$ cat config.mk
export PLATFORM = sky130hd
export DESIGN_NAME = iep_regs
export DESIGN_NICKNAME = d
export VERILOG_FILES = /design/src/hdl/iep_pkg.sv /design/src/hdl/iep_regs.sv
export SDC_FILE = /design/constraint.sdc
export NUM_CORES = 1
export LEC_CHECK = 0
export ABC_CLOCK_PERIOD_IN_PS = 10900
export BUFFER_PORTS_ARGS = -buffer_cell sky130_fd_sc_hd__buf_4
export CAP_MARGIN = 5
export CORE_ASPECT_RATIO = 0.9
export CORE_MARGIN = 4
export CORE_UTILIZATION = 35
export DETAILED_ROUTE_END_ITERATION = 7
export PLACE_DENSITY = 0.58
export SYNTH_ARGS = -nofsm -noshare
export SYNTH_HDL_FRONTEND = slang
export SYNTH_SLANG_ARGS = --single-unit
$ cat constraint.sdc
create_clock -name ref_clk -period 10.9 [get_ports ref_clk]
set_input_delay 1.09 -clock ref_clk [delete_from_list [all_inputs] [get_ports ref_clk]]
set_output_delay 1.09 -clock ref_clk [all_outputs]
set_load 0.01 [all_outputs]
$ cat src/hdl/iep_pkg.sv
package iep_pkg;
	localparam int DW = 16;
	localparam int FW = 3;
	localparam int NIB = 4;
	localparam logic [11:0] OFS_EN4 = 12'h000;
	localparam logic [11:0] OFS_EN5 = 12'h004;
	localparam logic [11:0] OFS_PR0 = 12'h008;
	localparam logic [11:0] OFS_PR1 = 12'h00C;
	localparam logic [11:0] OFS_PR2 = 12'h010;
	localparam logic [11:0] OFS_STAT = 12'h014;
	localparam logic [11:0] OFS_MASK = 12'h018;
	// enable bit positions
	localparam int CHARGE_TIME_IRQ_EN = 13;
	localparam int LOW_VOLTAGE_IRQ_EN = 8;
	localparam int CRC_GEN_IRQ_EN = 3;
	localparam int SERIAL2_ERROR_IRQ_EN = 2;
	localparam int SERIAL1_ERROR_IRQ_EN = 1;
	localparam int CAPTURE9_IRQ_EN = 13;
	localparam int COMPARE9_IRQ_EN = 12;
	localparam int SPI_THIRD_EVENT_IRQ_EN = 11;
	localparam int SPI_THIRD_FAULT_IRQ_EN = 10;
	localparam int SERIAL4_TX_IRQ_EN = 9;
	localparam int SERIAL4_RX_IRQ_EN = 8;
	localparam int SERIAL4_ERROR_IRQ_EN = 7;
	localparam int USB_IRQ_EN = 6;
	localparam int I2C_THIRD_MASTER_IRQ_EN = 5;
	localparam int I2C_THIRD_SLAVE_IRQ_EN = 4;
	localparam int SERIAL3_TX_IRQ_EN = 3;
	localparam int SERIAL3_RX_IRQ_EN = 2;
	localparam int SERIAL3_ERROR_IRQ_EN = 1;
	localparam logic [15:0] MASK_EN4 = 16'((1 << CHARGE_TIME_IRQ_EN)
		| (1 << LOW_VOLTAGE_IRQ_EN) | (1 << CRC_GEN_IRQ_EN)
		| (1 << SERIAL2_ERROR_IRQ_EN) | (1 << SERIAL1_ERROR_IRQ_EN));
	localparam logic [15:0] MASK_EN5 = 16'((1 << CAPTURE9_IRQ_EN)
		| (1 << COMPARE9_IRQ_EN) | (1 << SPI_THIRD_EVENT_IRQ_EN)
		| (1 << SPI_THIRD_FAULT_IRQ_EN) | (1 << SERIAL4_TX_IRQ_EN)
		| (1 << SERIAL4_RX_IRQ_EN) | (1 << SERIAL4_ERROR_IRQ_EN)
		| (1 << USB_IRQ_EN) | (1 << I2C_THIRD_MASTER_IRQ_EN)
		| (1 << I2C_THIRD_SLAVE_IRQ_EN) | (1 << SERIAL3_TX_IRQ_EN)
		| (1 << SERIAL3_RX_IRQ_EN) | (1 << SERIAL3_ERROR_IRQ_EN));
	// three-bit field in each nibble except the low nibble of word one, top bit of nibble unused
	localparam logic [15:0] MASK_PR0 = 16'h7777;
	localparam logic [15:0] MASK_PR1 = 16'h7770;
	localparam logic [15:0] MASK_PR2 = 16'h7777;
	localparam logic [15:0] RESV_PR = 16'h8888;
	localparam logic [15:0] RST_EN = 16'h0000;
	localparam logic [15:0] RST_PR = 16'h4444;
	localparam logic [2:0] PRIO_OFF = 3'h0;
	localparam logic [2:0] PRIO_LOW = 3'h1;
	localparam logic [2:0] PRIO_TOP = 3'h7;
	localparam int ST_PRIO = 0;
	localparam int ST_GATE = 1;
	localparam int ST_W = 2;
	localparam logic [1:0] RST_ST = 2'h0;
endpackage

$ cat src/hdl/iep_regs.sv
// Functional notes
// - enable one passes request, zero blocks
// - field 111 gives level 7, highest
// - field 001 is level 1, others direct
// - field 000 blocks source regardless of enable
// - unimplemented bits read zero, ignore writes
// - reset: enables zero, fields 100
// - fourth enable word bit layout
// - fifth enable word upper byte layout
// - fifth enable word lower byte layout
// - priority word zero four fields
// - priority word one three fields, low nibble unused
// - priority word two four fields
// - bits 15, 11, 7, 3 unimplemented
//
// Design decisions made here: the register addresses and the APB register port.
module iep_regs #(
	parameter int AW = 12,
	parameter int LANES = 12
) (
	// clock and reset
	input wire logic ref_clk,
	input wire logic reset_n,
	// apb slave
	input wire logic psel,
	input wire logic penable,
	input wire logic pwrite,
	input wire logic [AW-1:0] paddr,
	input wire logic [31:0] pwdata,
	input wire logic [3:0] pstrb,
	output logic [31:0] prdata,
	output logic pready,
	output logic pslverr,
	// peripheral flags, same clock
	input wire logic [15:0] enFlag4,
	input wire logic [15:0] enFlag5,
	input wire logic [LANES-1:0] prioFlag,
	input wire logic [LANES-1:0] prioSrcEn,
	// requests to the core
	output logic [15:0] enReq4,
	output logic [15:0] enReq5,
	output logic [LANES-1:0] prioReq,
	output logic [LANES*3-1:0] prioLevel,
	output logic topValid,
	output logic [2:0] topLevel,
	// interrupt
	output logic irq
);
	logic [15:0] en4_q;
	logic [15:0] en5_q;
	logic [15:0] pr0_q;
	logic [15:0] pr1_q;
	logic [15:0] pr2_q;
	logic [1:0] stat_q;
	logic [1:0] stat_d;
	logic [1:0] mask_q;
	logic pready_q;
	logic pslverr_q;
	logic [31:0] prdata_q;
	logic [15:0] enReq4_q;
	logic [15:0] enReq5_q;
	logic [LANES-1:0] prioReq_q;
	logic [LANES-1:0] prioReq_d;
	logic [LANES*3-1:0] prioLevel_q;
	logic [LANES*3-1:0] prioLevel_d;
	logic topValid_q;
	logic [2:0] topLevel_q;
	logic [2:0] topLevel_d;
	logic irq_q;

	// byte-lane merge, then drop unimplemented positions
	function automatic logic [15:0] mergeW(
		input logic [15:0] old,
		input logic [15:0] msk,
		input logic [15:0] wd,
		input logic [1:0] strb
	);
		logic [15:0] m;
		m[7:0] = strb[0] ? wd[7:0] : old[7:0];
		m[15:8] = strb[1] ? wd[15:8] : old[15:8];
		return m & msk;
	endfunction

	// lane n lives in word n/4, nibble n%4
	function automatic logic [2:0] fieldOf(
		input logic [47:0] all,
		input int n
	);
		return all[n*iep_pkg::NIB +: iep_pkg::FW];
	endfunction

	// apb decode
	wire logic access = psel & penable;
	wire logic done = access & pready_q;
	wire logic wrDone = done & pwrite;
	wire logic selEn4 = paddr == AW'(iep_pkg::OFS_EN4);
	wire logic selEn5 = paddr == AW'(iep_pkg::OFS_EN5);
	wire logic selPr0 = paddr == AW'(iep_pkg::OFS_PR0);
	wire logic selPr1 = paddr == AW'(iep_pkg::OFS_PR1);
	wire logic selPr2 = paddr == AW'(iep_pkg::OFS_PR2);
	wire logic selStat = paddr == AW'(iep_pkg::OFS_STAT);
	wire logic selMask = paddr == AW'(iep_pkg::OFS_MASK);
	wire logic mapped = selEn4 | selEn5 | selPr0 | selPr1
		| selPr2 | selStat | selMask;
	wire logic [15:0] wd16 = pwdata[15:0];
	wire logic [1:0] st2 = pstrb[1:0];

	// read mux, upper half always zero
	wire logic [15:0] rd16 =
		selEn4 ? en4_q :
		selEn5 ? en5_q :
		selPr0 ? pr0_q :
		selPr1 ? pr1_q :
		selPr2 ? pr2_q :
		selStat ? {14'h0000, stat_q} :
		selMask ? {14'h0000, mask_q} : 16'h0000;

	// gated requests of the enable words
	wire logic [15:0] enReq4_d = enFlag4 & en4_q;
	wire logic [15:0] enReq5_d = enFlag5 & en5_q;
	wire logic [47:0] prAll = {pr2_q, pr1_q, pr0_q};

	always_comb begin
		prioReq_d = '0;
		prioLevel_d = '0;
		topLevel_d = iep_pkg::PRIO_OFF;
		for (int i = 0; i < LANES; i++) begin
			// level equals field value, 000 kills the source
			if (prioFlag[i] && prioSrcEn[i]
				&& fieldOf(prAll, i) != iep_pkg::PRIO_OFF) begin
				prioReq_d[i] = 1'b1;
				prioLevel_d[i*3 +: 3] = fieldOf(prAll, i);
				if (fieldOf(prAll, i) > topLevel_d) begin
					topLevel_d = fieldOf(prAll, i);
				end
			end
		end
	end

	// events: any request newly raised
	wire logic prioRise = |(prioReq_d & ~prioReq_q);
	wire logic gateRise = |({enReq5_d, enReq4_d} & ~{enReq5_q, enReq4_q});
	wire logic [1:0] clrBits = (wrDone && selStat && st2[0]) ? pwdata[1:0] : 2'h0;
	wire logic [1:0] setBits = {gateRise, prioRise};

	// a set in the clear cycle wins
	assign stat_d = (stat_q & ~clrBits) | setBits;

	always_ff @(posedge ref_clk or negedge reset_n) begin
		if (!reset_n) begin
			en4_q <= iep_pkg::RST_EN;
			en5_q <= iep_pkg::RST_EN;
			pr0_q <= iep_pkg::RST_PR & iep_pkg::MASK_PR0;
			pr1_q <= iep_pkg::RST_PR & iep_pkg::MASK_PR1;
			pr2_q <= iep_pkg::RST_PR & iep_pkg::MASK_PR2;
		end else if (wrDone) begin
			// masks hold the field layout of each word
			if (selEn4) begin
				en4_q <= mergeW(en4_q, iep_pkg::MASK_EN4, wd16, st2);
			end
			if (selEn5) begin
				en5_q <= mergeW(en5_q, iep_pkg::MASK_EN5, wd16, st2);
			end
			if (selPr0) begin
				pr0_q <= mergeW(pr0_q, iep_pkg::MASK_PR0, wd16, st2);
			end
			if (selPr1) begin
				pr1_q <= mergeW(pr1_q, iep_pkg::MASK_PR1, wd16, st2);
			end
			if (selPr2) begin
				pr2_q <= mergeW(pr2_q, iep_pkg::MASK_PR2, wd16, st2);
			end
		end
	end

	always_ff @(posedge ref_clk or negedge reset_n) begin
		if (!reset_n) begin
			stat_q <= iep_pkg::RST_ST;
			mask_q <= iep_pkg::RST_ST;
		end else begin
			stat_q <= stat_d;
			if (wrDone && selMask && st2[0]) begin
				mask_q <= pwdata[1:0];
			end
		end
	end

	// one wait state so that read data comes from a flop
	always_ff @(posedge ref_clk or negedge reset_n) begin
		if (!reset_n) begin
			pready_q <= 1'b0;
			pslverr_q <= 1'b0;
			prdata_q <= 32'h00000000;
		end else if (access && !pready_q) begin
			pready_q <= 1'b1;
			pslverr_q <= !mapped;
			prdata_q <= pwrite ? 32'h00000000 : {16'h0000, rd16};
		end else begin
			pready_q <= 1'b0;
			pslverr_q <= 1'b0;
			prdata_q <= 32'h00000000;
		end
	end

	always_ff @(posedge ref_clk or negedge reset_n) begin
		if (!reset_n) begin
			enReq4_q <= 16'h0000;
			enReq5_q <= 16'h0000;
			prioReq_q <= '0;
			prioLevel_q <= '0;
			topValid_q <= 1'b0;
			topLevel_q <= iep_pkg::PRIO_OFF;
			irq_q <= 1'b0;
		end else begin
			enReq4_q <= enReq4_d;
			enReq5_q <= enReq5_d;
			prioReq_q <= prioReq_d;
			prioLevel_q <= prioLevel_d;
			topValid_q <= |prioReq_d;
			topLevel_q <= topLevel_d;
			irq_q <= |(stat_q & mask_q);
		end
	end

	assign prdata = prdata_q;
	assign pready = pready_q;
	assign pslverr = pslverr_q;
	assign enReq4 = enReq4_q;
	assign enReq5 = enReq5_q;
	assign prioReq = prioReq_q;
	assign prioLevel = prioLevel_q;
	assign topValid = topValid_q;
	assign topLevel = topLevel_q;
	assign irq = irq_q;
endmodule

**Word-level counts from Yosys, hierarchy flattened**

Index checks and enable logic that the tools add are counted.

- Magnitude comparators: 11
- Eq/ne operators: 6
- Multiplexer cells: 56
- Bitwise operators: 19
- Reductions and logical operators: 55

Operator list:

| operator | number |
|---|---|
| $mux 15 | 7 |
| $mux 3 | 33 |
| $eq 12x5->1 const B | 3 |
| $reduce_bool 3->1 | 11 |
| $and 16x14->16 | 2 |
| $and 32x32->32 | 1 |
| $not 32->32 | 1 |
| $reduce_or 32->1 | 1 |
| $gt 3x3->1 | 10 |
| $reduce_and 3->1 | 10 |
| $logic_and 1x1->1 | 27 |
| $eq 12x4->1 const B | 2 |
| $mux 1 | 13 |
| $and 12x12->12 | 1 |
| $eq 12x3->1 const B | 1 |
| $logic_not 12->1 | 1 |
| $not 12->12 | 1 |
| $reduce_or 12->1 | 1 |
| $reduce_or 11->1 | 1 |
| $mux 2 | 3 |
| $or 1x1->1 | 6 |
| $and 2x2->2 | 2 |
| $and 1x1->1 | 3 |
| $gt 3x1->1 const B | 1 |
| 4 further kinds | 5 |

- Register bits: 170
- Bits of input ports: 109
- Output and inout bits: 119
- Word-level logic and storage cells: 169

**Longest topological paths before layout**

Gate-level depths: netlist (run 1).

- Word-level depth: 33
- Mapped depth: 66
- Gate-level depth less buffers: 66

**Worst setup path before layout (run 1)**

No wires, ideal clock.

- Path kind: input port to flip-flop
- Start point: input port prioFlag[0]
- End point: register topLevel_q[1], in the netlist topLevel[1]
- Setup time: 124 ps
- Data arrival time: 12277 ps
- Data required time: 10776 ps
- Slack: -1501 ps
- Cell stages on the path: 60
- Path buffers: 0
- Cells stage by stage: and3_1 -> inv_1 -> ha_1 -> and3b_1 -> o211ai_2 -> mux2i_1 -> inv_1 -> ha_1 -> nand3b_1 -> a21oi_2 -> and3_1 -> a21oi_1 -> ha_1 -> and3_1 -> a211oi_2 -> a31o_2 -> a21o_1 -> nand2_1 -> (+24 left out) -> nand3b_1 -> a21oi_1 -> and3_1 -> a31oi_1 -> a211oi_2 -> nor2_1 -> ha_1 -> nand3b_1 -> a21oi_1 -> nand2_1 -> or2_2 -> o31ai_1 -> ha_1 -> nor2b_1 -> o21a_1 -> o21ai_1 -> mux2_2 -> o31a_1

- Cells in the longest elaborated chain, start to end: 33

RTL lines:

| element | RTL line | RTL |
|---|---|---|
| start: declaration | iep_regs.sv:37 | `input wire logic [LANES-1:0] prioFlag,` |
| $logic_and 1x1->1 (*) | iep_regs.sv:129 | `if (prioFlag[i] && prioSrcEn[i]` |
| $logic_and 1x1->1 (*) | iep_regs.sv:130 | `&& fieldOf(prAll, i) != iep_pkg::PRIO_OFF) begin` |
| $mux 3 (*) | iep_regs.sv:129 |  |
| $gt 3x3->1 | iep_regs.sv:133 | `if (fieldOf(prAll, i) > topLevel_d) begin` |
| $mux 3 | iep_regs.sv:133 |  |
| $mux 3 (*) | iep_regs.sv:129 |  |
| $gt 3x3->1 | iep_regs.sv:133 |  |
| $mux 3 | iep_regs.sv:133 |  |
| (+18 left out) | -- |  |
| $mux 3 (*) | iep_regs.sv:129 |  |
| $gt 3x3->1 | iep_regs.sv:133 |  |
| $mux 3 | iep_regs.sv:133 |  |
| $mux 3 (*) | iep_regs.sv:129 |  |
| $gt 3x3->1 | iep_regs.sv:133 |  |
| $mux 3 | iep_regs.sv:133 |  |
| $mux 3 (*) | iep_regs.sv:129 |  |
| net topLevel_d[1] | iep_regs.sv:68 | `logic [2:0] topLevel_d;` |
| end signal: assignment | iep_regs.sv:212 | `topLevel_q <= iep_pkg::PRIO_OFF;` |
| end signal: assignment | iep_regs.sv:220 | `topLevel_q <= topLevel_d;` |
| end: declaration | iep_regs.sv:67 | `logic [2:0] topLevel_q;` |

The timed path passes the listed nets; every way through them passes the cells marked *.
A chain may end at the register's enable or synchronous reset.

**Final worst setup path (run 1)**

Ends and elaborated chain as after synthesis.

==> results.yml, run 1 <==
grt:
  grt_antenna_before_repair: 0
  grt_first_pass_wirelength_mm: 35.5
  grt_pass1_vias: 6337
  grt_use_total: 0.194
  gr-total-overflow: 0
  grt_max_degree: 87
logic_synthesis:
  syn_avg_cell_area_um2: 10.5
  synth_warnings: 0
  synth_area_um2: 7300
  synthTopCellsByCount: "dfrtp_1, nand2_1, inv_1"
  syn_inst: 692
  synth.top_cell.area_share: 0.439
  yosys-top-cells-area: "dfrtp_1, mux2_2, ha_1"
  synth_most_common_cell: "dfrtp_1"
  ys_ff_latch: 139
  ys_types: 77
  synth_edf_count: 0
  seq_area_frac_synth: 0.478
  synth_ff_type: "dfrtp_1"
  synth_area_leader_cell: "dfrtp_1"
  synth-async-reset-ratio: 1.00
placement:
  gp_congestion: 0.890
  hpwl_mm: 17.1
  port_buffers: 157
  dp_cells: 1169
critical_path:
  cp-end-kind: "register"
  r2r_start: "pr0_q[2]$_DFFE_PN1P_"
  crit_type: "in -> reg"
  reg2regPathDepth: 61
  crit_family: "compound AO/OA/AOI/OAI gates"
  slowest_delay_ns: 0.40
  critPathRequiredTime_ns: 11.22
  r2r_slack_ns: -0.54
  reg2reg_to: "topLevel[1]$_DFF_PN0_"
  slowest_stage: "a221o_1"
  cp_common_cell: "nand3b_1"
  critPathMaxFanout: 5
  critPathBufInv: 8
  arrival_ns: 12.01
  start_kind: "input pin"
die:
  die_h_um: 145
  dieArea_um2: 23200
  coreArea_um2: 20200
  rows: 49
  start_util: 0.361
  die_x_um: 160
  io_pins: 228
timing:
  clock.fmax_mhz: 85.5
  fin_ws_ns: -0.789
  period_needed_ns: 11.69
  fin_crit_sh: 1.07
  slew_headroom: 0.487
  skew_ns: 0.00940
  setup_viol: 3
  worst_slew_pin_slew_ns: 0.769
  rsz0062_at_grt: "yes"
  finalMaxSlewViolations: 0
  hold_violations: 0
detailed_routing:
  drt_iter0_drc: 399
  route.detailed.drc: 0
  drt_pass1_iterations: 5
  viasPerCell: 5.04
  ant_nets: 0
  avgRoutedWirePerCell_um: 18.3
  vias: 6314
  routed_wl_mm: 23.0
cells_and_area:
  drive_gt1_frac: 0.467
  nNetsFinal: 1125
  syn2layout_area_growth_pct: 45.6
  antenna_cells: 0
  nFillCells: 1792
  fin_cells: 1254
worst_hold_path:
  holdPathStages: 2
  hold_end: "enReq4[1]$_DFF_PN0_"
  hold_class: "reg -> reg"
  hp-start: "en4_q[1]$_DFFE_PN0P_"
clocking:
  clk_pin_slew_worst_paths_ns: 0.07
  cts_sinks: 139
  cts_buffers: 17
  clk_latency_ns: 0.43
  ctsRootBufferMaster: "clkbuf_16"
  cts_tree: "done"
  clockBufferDepth: 2
  h-tree-depth: 4
  ctsHoldBuffers: 0
power_and_ir_drop:
  p_leak_nw: 5.49
  finalPower_mw: 1.33
  power_density_nw_per_um2: 125
  irDropWorstVdd_v: 0.0000909
run_status:
  violations: "setup timing"
  status: "complete, but fails checks"
job:
  drv_cap: 0
[routing by layer]
metal | part of all wire | vias up | track usage
met4 | 0.014 | 0 | 0.0516
li1 | - | 3017 | -
met5 | 0 | - | 0
met3 | 0.070 | 24 | 0.0488
met1 | 0.48 | 3030 | 0.283
met2 | 0.44 | 243 | 0.289
[through the flow]
| step | hold slack, ns | area, um^2 | util | worst slack [ns] | setup TNS [ns] |
|---|---|---|---|---|---|
| CTS | 0.511 | 10400 | 0.514 | -0.502 | -1.40 |
| finish | 0.506 | 10600 | 0.525 | -0.789 | -2.31 |
| floorplan | 0.459 | 7570 | - | -0.728 | -1.87 |
| global route | 0.532 | 10600 | 0.525 | -1.34 | -3.91 |
| global placement | 0.487 | 9340 | 0.462 | -0.946 | -2.72 |
| detailed placement | 0.488 | 9340 | 0.462 | -1.14 | -3.30 |
[report_power, final]
group / switching, mW / leakage (nW) / internal [mW]
Combinational: 0.0905 / 3.35 / 0.0912
Clock: 0.250 / 0.305 / 0.369
Sequential: 0.00277 / 1.83 / 0.522
Total: 0.343 / 5.49 / 0.982
[kinds of logic after synthesis]
family | Yosys count | synth area share
buffers and inverters | 101 | 0.0704
flip-flops | 139 | 0.478
other | 1 | 0.000514
adder cells (fa/ha/maj) | 30 | 0.0514
multiplexers | 58 | 0.0884
AO/OA/AOI/OAI | 146 | 0.157
AND/OR/NAND/NOR | 217 | 0.154
[worst max path at each step]
stage | start | end | slack [ns] | depth (start not counted)
finish | prioFlag[0] | topLevel[1]$_DFF_PN0_ | -0.79 | 63
global route | prioFlag[0] | topLevel[0]$_DFF_PN0_ | -1.34 | 68
CTS | prioFlag[0] | topLevel[0]$_DFF_PN0_ | -0.50 | 66
detailed placement | prioSrcEn[0] | topLevel[0]$_DFF_PN0_ | -1.14 | 66
global placement | prioFlag[0] | topLevel[0]$_DFF_PN0_ | -0.95 | 66
floorplan | prioFlag[0] | topLevel[1]$_DFF_PN0_ | -0.73 | 65
[worst reg2reg max path, delay by kind of cell, from the launching register on]
| kind | cells | cell delay, ns |
|---|---|---|
| AO/OA/AOI/OAI | 21 | 3.96 |
| AND/OR/NAND/NOR | 22 | 3.17 |
| adder cells (fa/ha/maj) | 10 | 2.41 |
| buffers and inverters | 6 | 0.68 |
| multiplexers | 2 | 0.61 |
| flip-flops | 1 | 0.54 |
[placed cells by master (no fill, tap or decap), types with 6 or more instances in the layout]
master       n
nand2_2     11
a22oi_1      9
nand2_1     69
nor2_2       7
dfrtp_1    128
a21oi_2      9
nand3b_1     7
o311ai_2     6
clkbuf_16   17
mux2_2      35
nand3_1     14
buf_4      279
inv_1       49
buf_6        7
a31oi_1      6
conb_1      35
o22ai_1     14
mux2_1      15
nor2_1      32
and3_1      36
o21ai_0     26
ha_4         8
a21oi_1      6
a21o_1       7
dfstp_2     11
inv_2        6
ha_1        18
[sequential cells by signal, summed over array words and instances, names as in the netlist]
register / cells
en4_q: 5
en5_q: 13
enReq4: 5
enReq5: 13
irq: 1
mask_q: 2
pr0_q: 12
pr1_q: 9
pr2_q: 12
prdata: 15
pready: 1
prioLevel: 33
prioReq: 11
pslverr: 1
stat_q: 2
topLevel: 3
topValid: 1
[final cells by class]
class	count	area, um^2	area share
flip-flops and latches	139	3490	0.329
clock inverters	15	201	0.0190
multi-input cells	486	3790	0.357
well taps	255	319	0.0300
inverters	55	206	0.0194
repair buffers	287	2190	0.206
clock buffers	17	425	0.0400
[repair_timing]
| action | 4_1_cts | 5_1_grt |
|---|---|---|
| gates resized for setup | 33 | 22 |
| buffers inserted | 38 | 15 |
| setup endpoints to repair | 3 | 3 |
| pin swaps | 24 | 30 |
No activity file was read; power rests on OpenSTA's default activity.
==> run 2: changes to the inputs <==
- BUFFER_PORTS_ARGS: -buffer_cell sky130_fd_sc_hd__buf_4 -> -buffer_cell sky130_fd_sc_hd__clkbuf_2
- MAX_ROUTING_LAYER: not set -> met4
==> results.yml, run 2 (synthesis results as in run 1) <==
clocking:
  cts_buffers: 17
  clk_latency_ns: 0.43
  ctsHoldBuffers: 0
  cts_sinks: 139
  cts_tree: "done"
  ctsRootBufferMaster: "clkbuf_16"
  h-tree-depth: 4
  clockBufferDepth: 2
  clk_pin_slew_worst_paths_ns: 0.07
die:
  io_pins: 228
  start_util: 0.361
  rows: 49
  dieArea_um2: 23200
  die_h_um: 145
  coreArea_um2: 20200
  die_x_um: 160
detailed_routing:
  avgRoutedWirePerCell_um: 18.3
  route.detailed.drc: 0
  drt_iter0_drc: 360
  vias: 6367
  drt_pass1_iterations: 5
  routed_wl_mm: 23.1
  ant_nets: 0
  viasPerCell: 5.06
timing:
  fin_crit_sh: 1.10
  skew_ns: 0.0130
  setup_viol: 3
  hold_violations: 0
  clock.fmax_mhz: 83.2
  worst_slew_pin_slew_ns: 0.816
  period_needed_ns: 12.01
  slew_headroom: 0.456
  finalMaxSlewViolations: 0
  rsz0062_at_grt: "yes"
  fin_ws_ns: -1.11
cells_and_area:
  postLayoutCellArea_um2: 10300
  fin_util: 0.508
  antenna_cells: 0
  final_common_cell: "clkbuf_2"
  layout_common_cells: "clkbuf_2, buf_4, dfrtp_1"
  nNetsFinal: 1130
  drive_gt1_frac: 0.475
  syn2layout_area_growth_pct: 40.7
  largest_reg_flops: 33
critical_path:
  start_kind: "input pin"
  critPathMaxFanout: 5
  worstSetupEndpoint: "topLevel[1]$_DFF_PN0_"
  reg2regPathDepth: 62
  arrival_ns: 12.33
  r2r_slack_ns: -0.79
  slowest_delay_ns: 0.37
  critPathRequiredTime_ns: 11.22
  crit_type: "in -> reg"
  cp_common_cell: "nand3b_1"
  r2r_start: "pr0_q[2]$_DFFE_PN1P_"
  cp-end-kind: "register"
  crit_start: "prioSrcEn[0]"
  slowest_stage: "mux2_2"
  reg2reg_to: "topLevel[1]$_DFF_PN0_"
placement:
  port_buffers: 157
  gp_congestion: 0.884
  dpl-instance-area_um2: 9000
  dpl_worst_slack_ns: -1.27
  hpwl_mm: 17.2
grt:
  grt_antenna_before_repair: 0
  grt_use_total: 0.201
  grt_max_degree: 91
  grt_first_pass_wirelength_mm: 35.7
  gr-total-overflow: 0
  grt_pass1_vias: 6326
job:
  drv_cap: 0
power_and_ir_drop:
  finalPower_mw: 1.29
  p_leak_nw: 5.40
  irDropWorstVdd_v: 0.000109
  power_density_nw_per_um2: 126
run_status:
  status: "complete, but fails checks"
  violations: "setup timing"
worst_hold_path:
  hold_class: "reg -> reg"
==> run 2: worst min-delay path by stage <==
stage	start	endpoint	slack [ns]	cells past startpoint
finish	en5_q[11]$_DFFE_PN0P_	enReq5[11]$_DFF_PN0_	0.51	2
global route	en4_q[1]$_DFFE_PN0P_	en4_q[1]$_DFFE_PN0P_	0.55	1
CTS	en5_q[8]$_DFFE_PN0P_	enReq5[8]$_DFF_PN0_	0.52	2
detailed placement	en5_q[8]$_DFFE_PN0P_	enReq5[8]$_DFF_PN0_	0.51	2
global placement	pready$_DFF_PN0_	pready$_DFF_PN0_	0.49	1
floorplan	en5_q[1]$_DFFE_PN0P_	enReq5[1]$_DFF_PN0_	0.46	2
==> run 2: worst max-delay path, delay by kind of cell <==
| family | cells | cell delay (ns) |
|---|---|---|
| buffers and inverters | 7 | 0.77 |
| muxes | 3 | 0.90 |
| AOI/OAI and AO/OA | 22 | 3.78 |
| adders and majority gates | 10 | 2.53 |
| and+or+nand+nor | 22 | 3.25 |
==> run 2: cell type report <==
class                           count  area [um^2]
Tap cell                          255          319
Timing Repair Buffer              292         1840
Sequential cell                   139         3490
Inverter                           55          209
Clock inverter                     14          160
Clock buffer                       18          439
Fill cell                        1918         9960
Multi-Input combinational cell    486         3820
==> run 2: timing repair <==
| action | 4_1_cts | 5_1_grt |
|---|---|---|
| resized for setup | 24 | 36 |
| pin swaps | 23 | 50 |
| endpoints found under the hold margin | 0 | 0 |
| endpoints found under the setup margin | 3 | 3 |
| setup buffers | 38 | 14 |
==> run 2: stage by stage <==
stage / setup TNS, ns / hold WS [ns] / std cells
after detailed placement: -3.72 / 0.507 / 1175
final: -3.18 / 0.513 / 1259
after global placement: -2.85 / 0.487 / 1175
after CTS: -1.89 / 0.523 / 1245
after floorplan: -1.87 / 0.459 / 726
after global routing: -4.77 / 0.545 / 1259
==> run 2: power breakdown <==
group / switching, mW / internal [mW]
registers: 0.00277 / 0.522
clock network: 0.244 / 0.349
logic: 0.0938 / 0.0836
total: 0.341 / 0.954
==> run 2: routing by layer <==
| metal | vias up | wire (um) | global-route usage |
|---|---|---|---|
| met1 | 3121 | 11400 | 0.289 |
| met4 | 0 | 347 | 0.0508 |
| li1 | 3014 | - | - |
| met5 | - | 0 | - |
| met3 | 26 | 1170 | 0.0408 |
| met2 | 206 | 10200 | 0.293 |
==> run 3: changes to the inputs <==
- CORE_UTILIZATION: 35 -> 30
- CTS_CLUSTER_DIAMETER: not set -> 60
- CTS_CLUSTER_SIZE: not set -> 12
- PLACE_DENSITY: 0.58 -> 0.51
==> results.yml, run 3 (synthesis results as in run 1) <==
cells_and_area:
  drive_gt1_frac: 0.464
  layout_common_cells: "clkbuf_2, dfrtp_1, buf_4"
  seqCellArea_um2: 3490
  nFillCells: 2269
  fin_util: 0.433
  final_common_cell: "clkbuf_2"
  largest_reg_flops: 33
  nNetsFinal: 1117
  syn2layout_area_growth_pct: 40.3
  antenna_cells: 0
  multi_input_area_um2: 3820
timing:
  setup_viol: 3
  finalMaxSlewViolations: 0
  worst_slew_pin_slew_ns: 1.23
  worst_hold_slack_ns: 0.498
  hold_violations: 0
  slew_headroom: 0.164
  totalNegativeSetupSlack_ns: -2.32
  fin_ws_ns: -0.828
  period_needed_ns: 11.73
  skew_ns: 0.0115
  fin_crit_sh: 1.08
  clock.fmax_mhz: 85.3
  rsz0062_at_grt: "yes"
detailed_routing:
  ant_nets: 0
  drt_pass1_iterations: 4
  viasPerCell: 4.85
  vias: 6270
  avgRoutedWirePerCell_um: 18.4
  drt_iter0_drc: 344
  routed_wl_mm: 23.8
  route.detailed.drc: 0
run_status:
  status: "complete, but fails checks"
  violations: "setup timing"
critical_path:
  cp_common_cell: "ha_1"
  arrival_ns: 12.04
  critPathMaxFanout: 5
  slowest_stage: "o211ai_1"
  crit_family: "compound AO/OA/AOI/OAI gates"
  cp-end-kind: "register"
  critPathBufInv: 5
  crit_type: "in -> reg"
  slowest_delay_ns: 0.38
  start_kind: "input pin"
  critPathRequiredTime_ns: 11.21
clocking:
  cts_sinks: 139
  clk_latency_ns: 0.43
  clockBufferDepth: 2
  cts_tree: "done"
  ctsHoldBuffers: 0
  clk_pin_slew_worst_paths_ns: 0.06
  ctsRootBufferMaster: "clkbuf_16"
  h-tree-depth: 4
  cts_buffers: 17
grt:
  grt_max_degree: 77
  grt_first_pass_wirelength_mm: 36.1
  grt_use_total: 0.182
  grt_antenna_before_repair: 0
  grt_pass1_vias: 6295
  gr-total-overflow: 0
die:
  die_x_um: 172
  die_h_um: 156
  io_pins: 228
  coreArea_um2: 23700
  start_util: 0.308
  dieArea_um2: 26900
  rows: 53
worst_hold_path:
  hold_class: "reg -> reg"
power_and_ir_drop:
  p_leak_nw: 5.34
  irDropWorstVdd_v: 0.0000701
  power_density_nw_per_um2: 126
placement:
  gp_congestion: 0.870
  hpwl_mm: 18.1
  port_buffers: 157
job:
  drv_cap: 0
## run 3: worst paths after layout
kind	startpoint	slack (ns)	end	cells past startpoint
worst max-delay path	prioFlag[0]	-0.83	topLevel[1]$_DFF_PN0_	62
worst min-delay path	pready$_DFF_PN0_	0.50	pready$_DFF_PN0_	1
worst max register to register	pr0_q[2]$_DFFE_PN1P_	-0.58	topLevel[1]$_DFF_PN0_	60
worst min register to register	pready$_DFF_PN0_	0.50	pready$_DFF_PN0_	1
max in group asynchronous	reset_n	8.84	stat_q[1]$_DFF_PN0_	2
min in group asynchronous	reset_n	0.64	prioLevel[0]$_DFF_PN0_	1
## run 3: timing repair
action                                  4_1_cts  5_1_grt
pin swaps                                    22       44
gates resized for setup                      24       34
buffers inserted                             33        8
endpoints found under the setup margin        3        3
## run 3: metrics by stage
stage	cell area (um^2)	setup WS [ns]	instances	power, mW
after floorplan	7570	-0.728	726	0.614
after global placement	9040	-0.914	1220	0.680
after detailed placement	9040	-1.19	1220	0.681
after CTS	10000	-0.555	1285	1.30
after global routing	10200	-1.39	1293	1.35
final	10200	-0.828	1293	1.29
## run 3: routing by layer
metal | vias up | part of all wire | global-route usage
li1 | 2998 | - | -
met1 | 3025 | 0.47 | 0.256
met2 | 212 | 0.43 | 0.263
met3 | 35 | 0.077 | 0.0423
met4 | 0 | 0.019 | 0.0520
met5 | - | 0 | -
## run 3: report_power, final
group | internal [mW] | switching (mW)
Clock | 0.362 | 0.237
Combinational | 0.0786 | 0.0917
Sequential | 0.522 | 0.00247
Total | 0.963 | 0.331
## run 3: cell type report
type	instances	share of cell area
Sequential cell	139	0.341
Multi-Input combinational cell	486	0.373
Clock buffer	19	0.0423
Timing Repair Buffer	279	0.171
Tap cell	302	0.0369
Clock inverter	13	0.0166
Inverter	55	0.0202
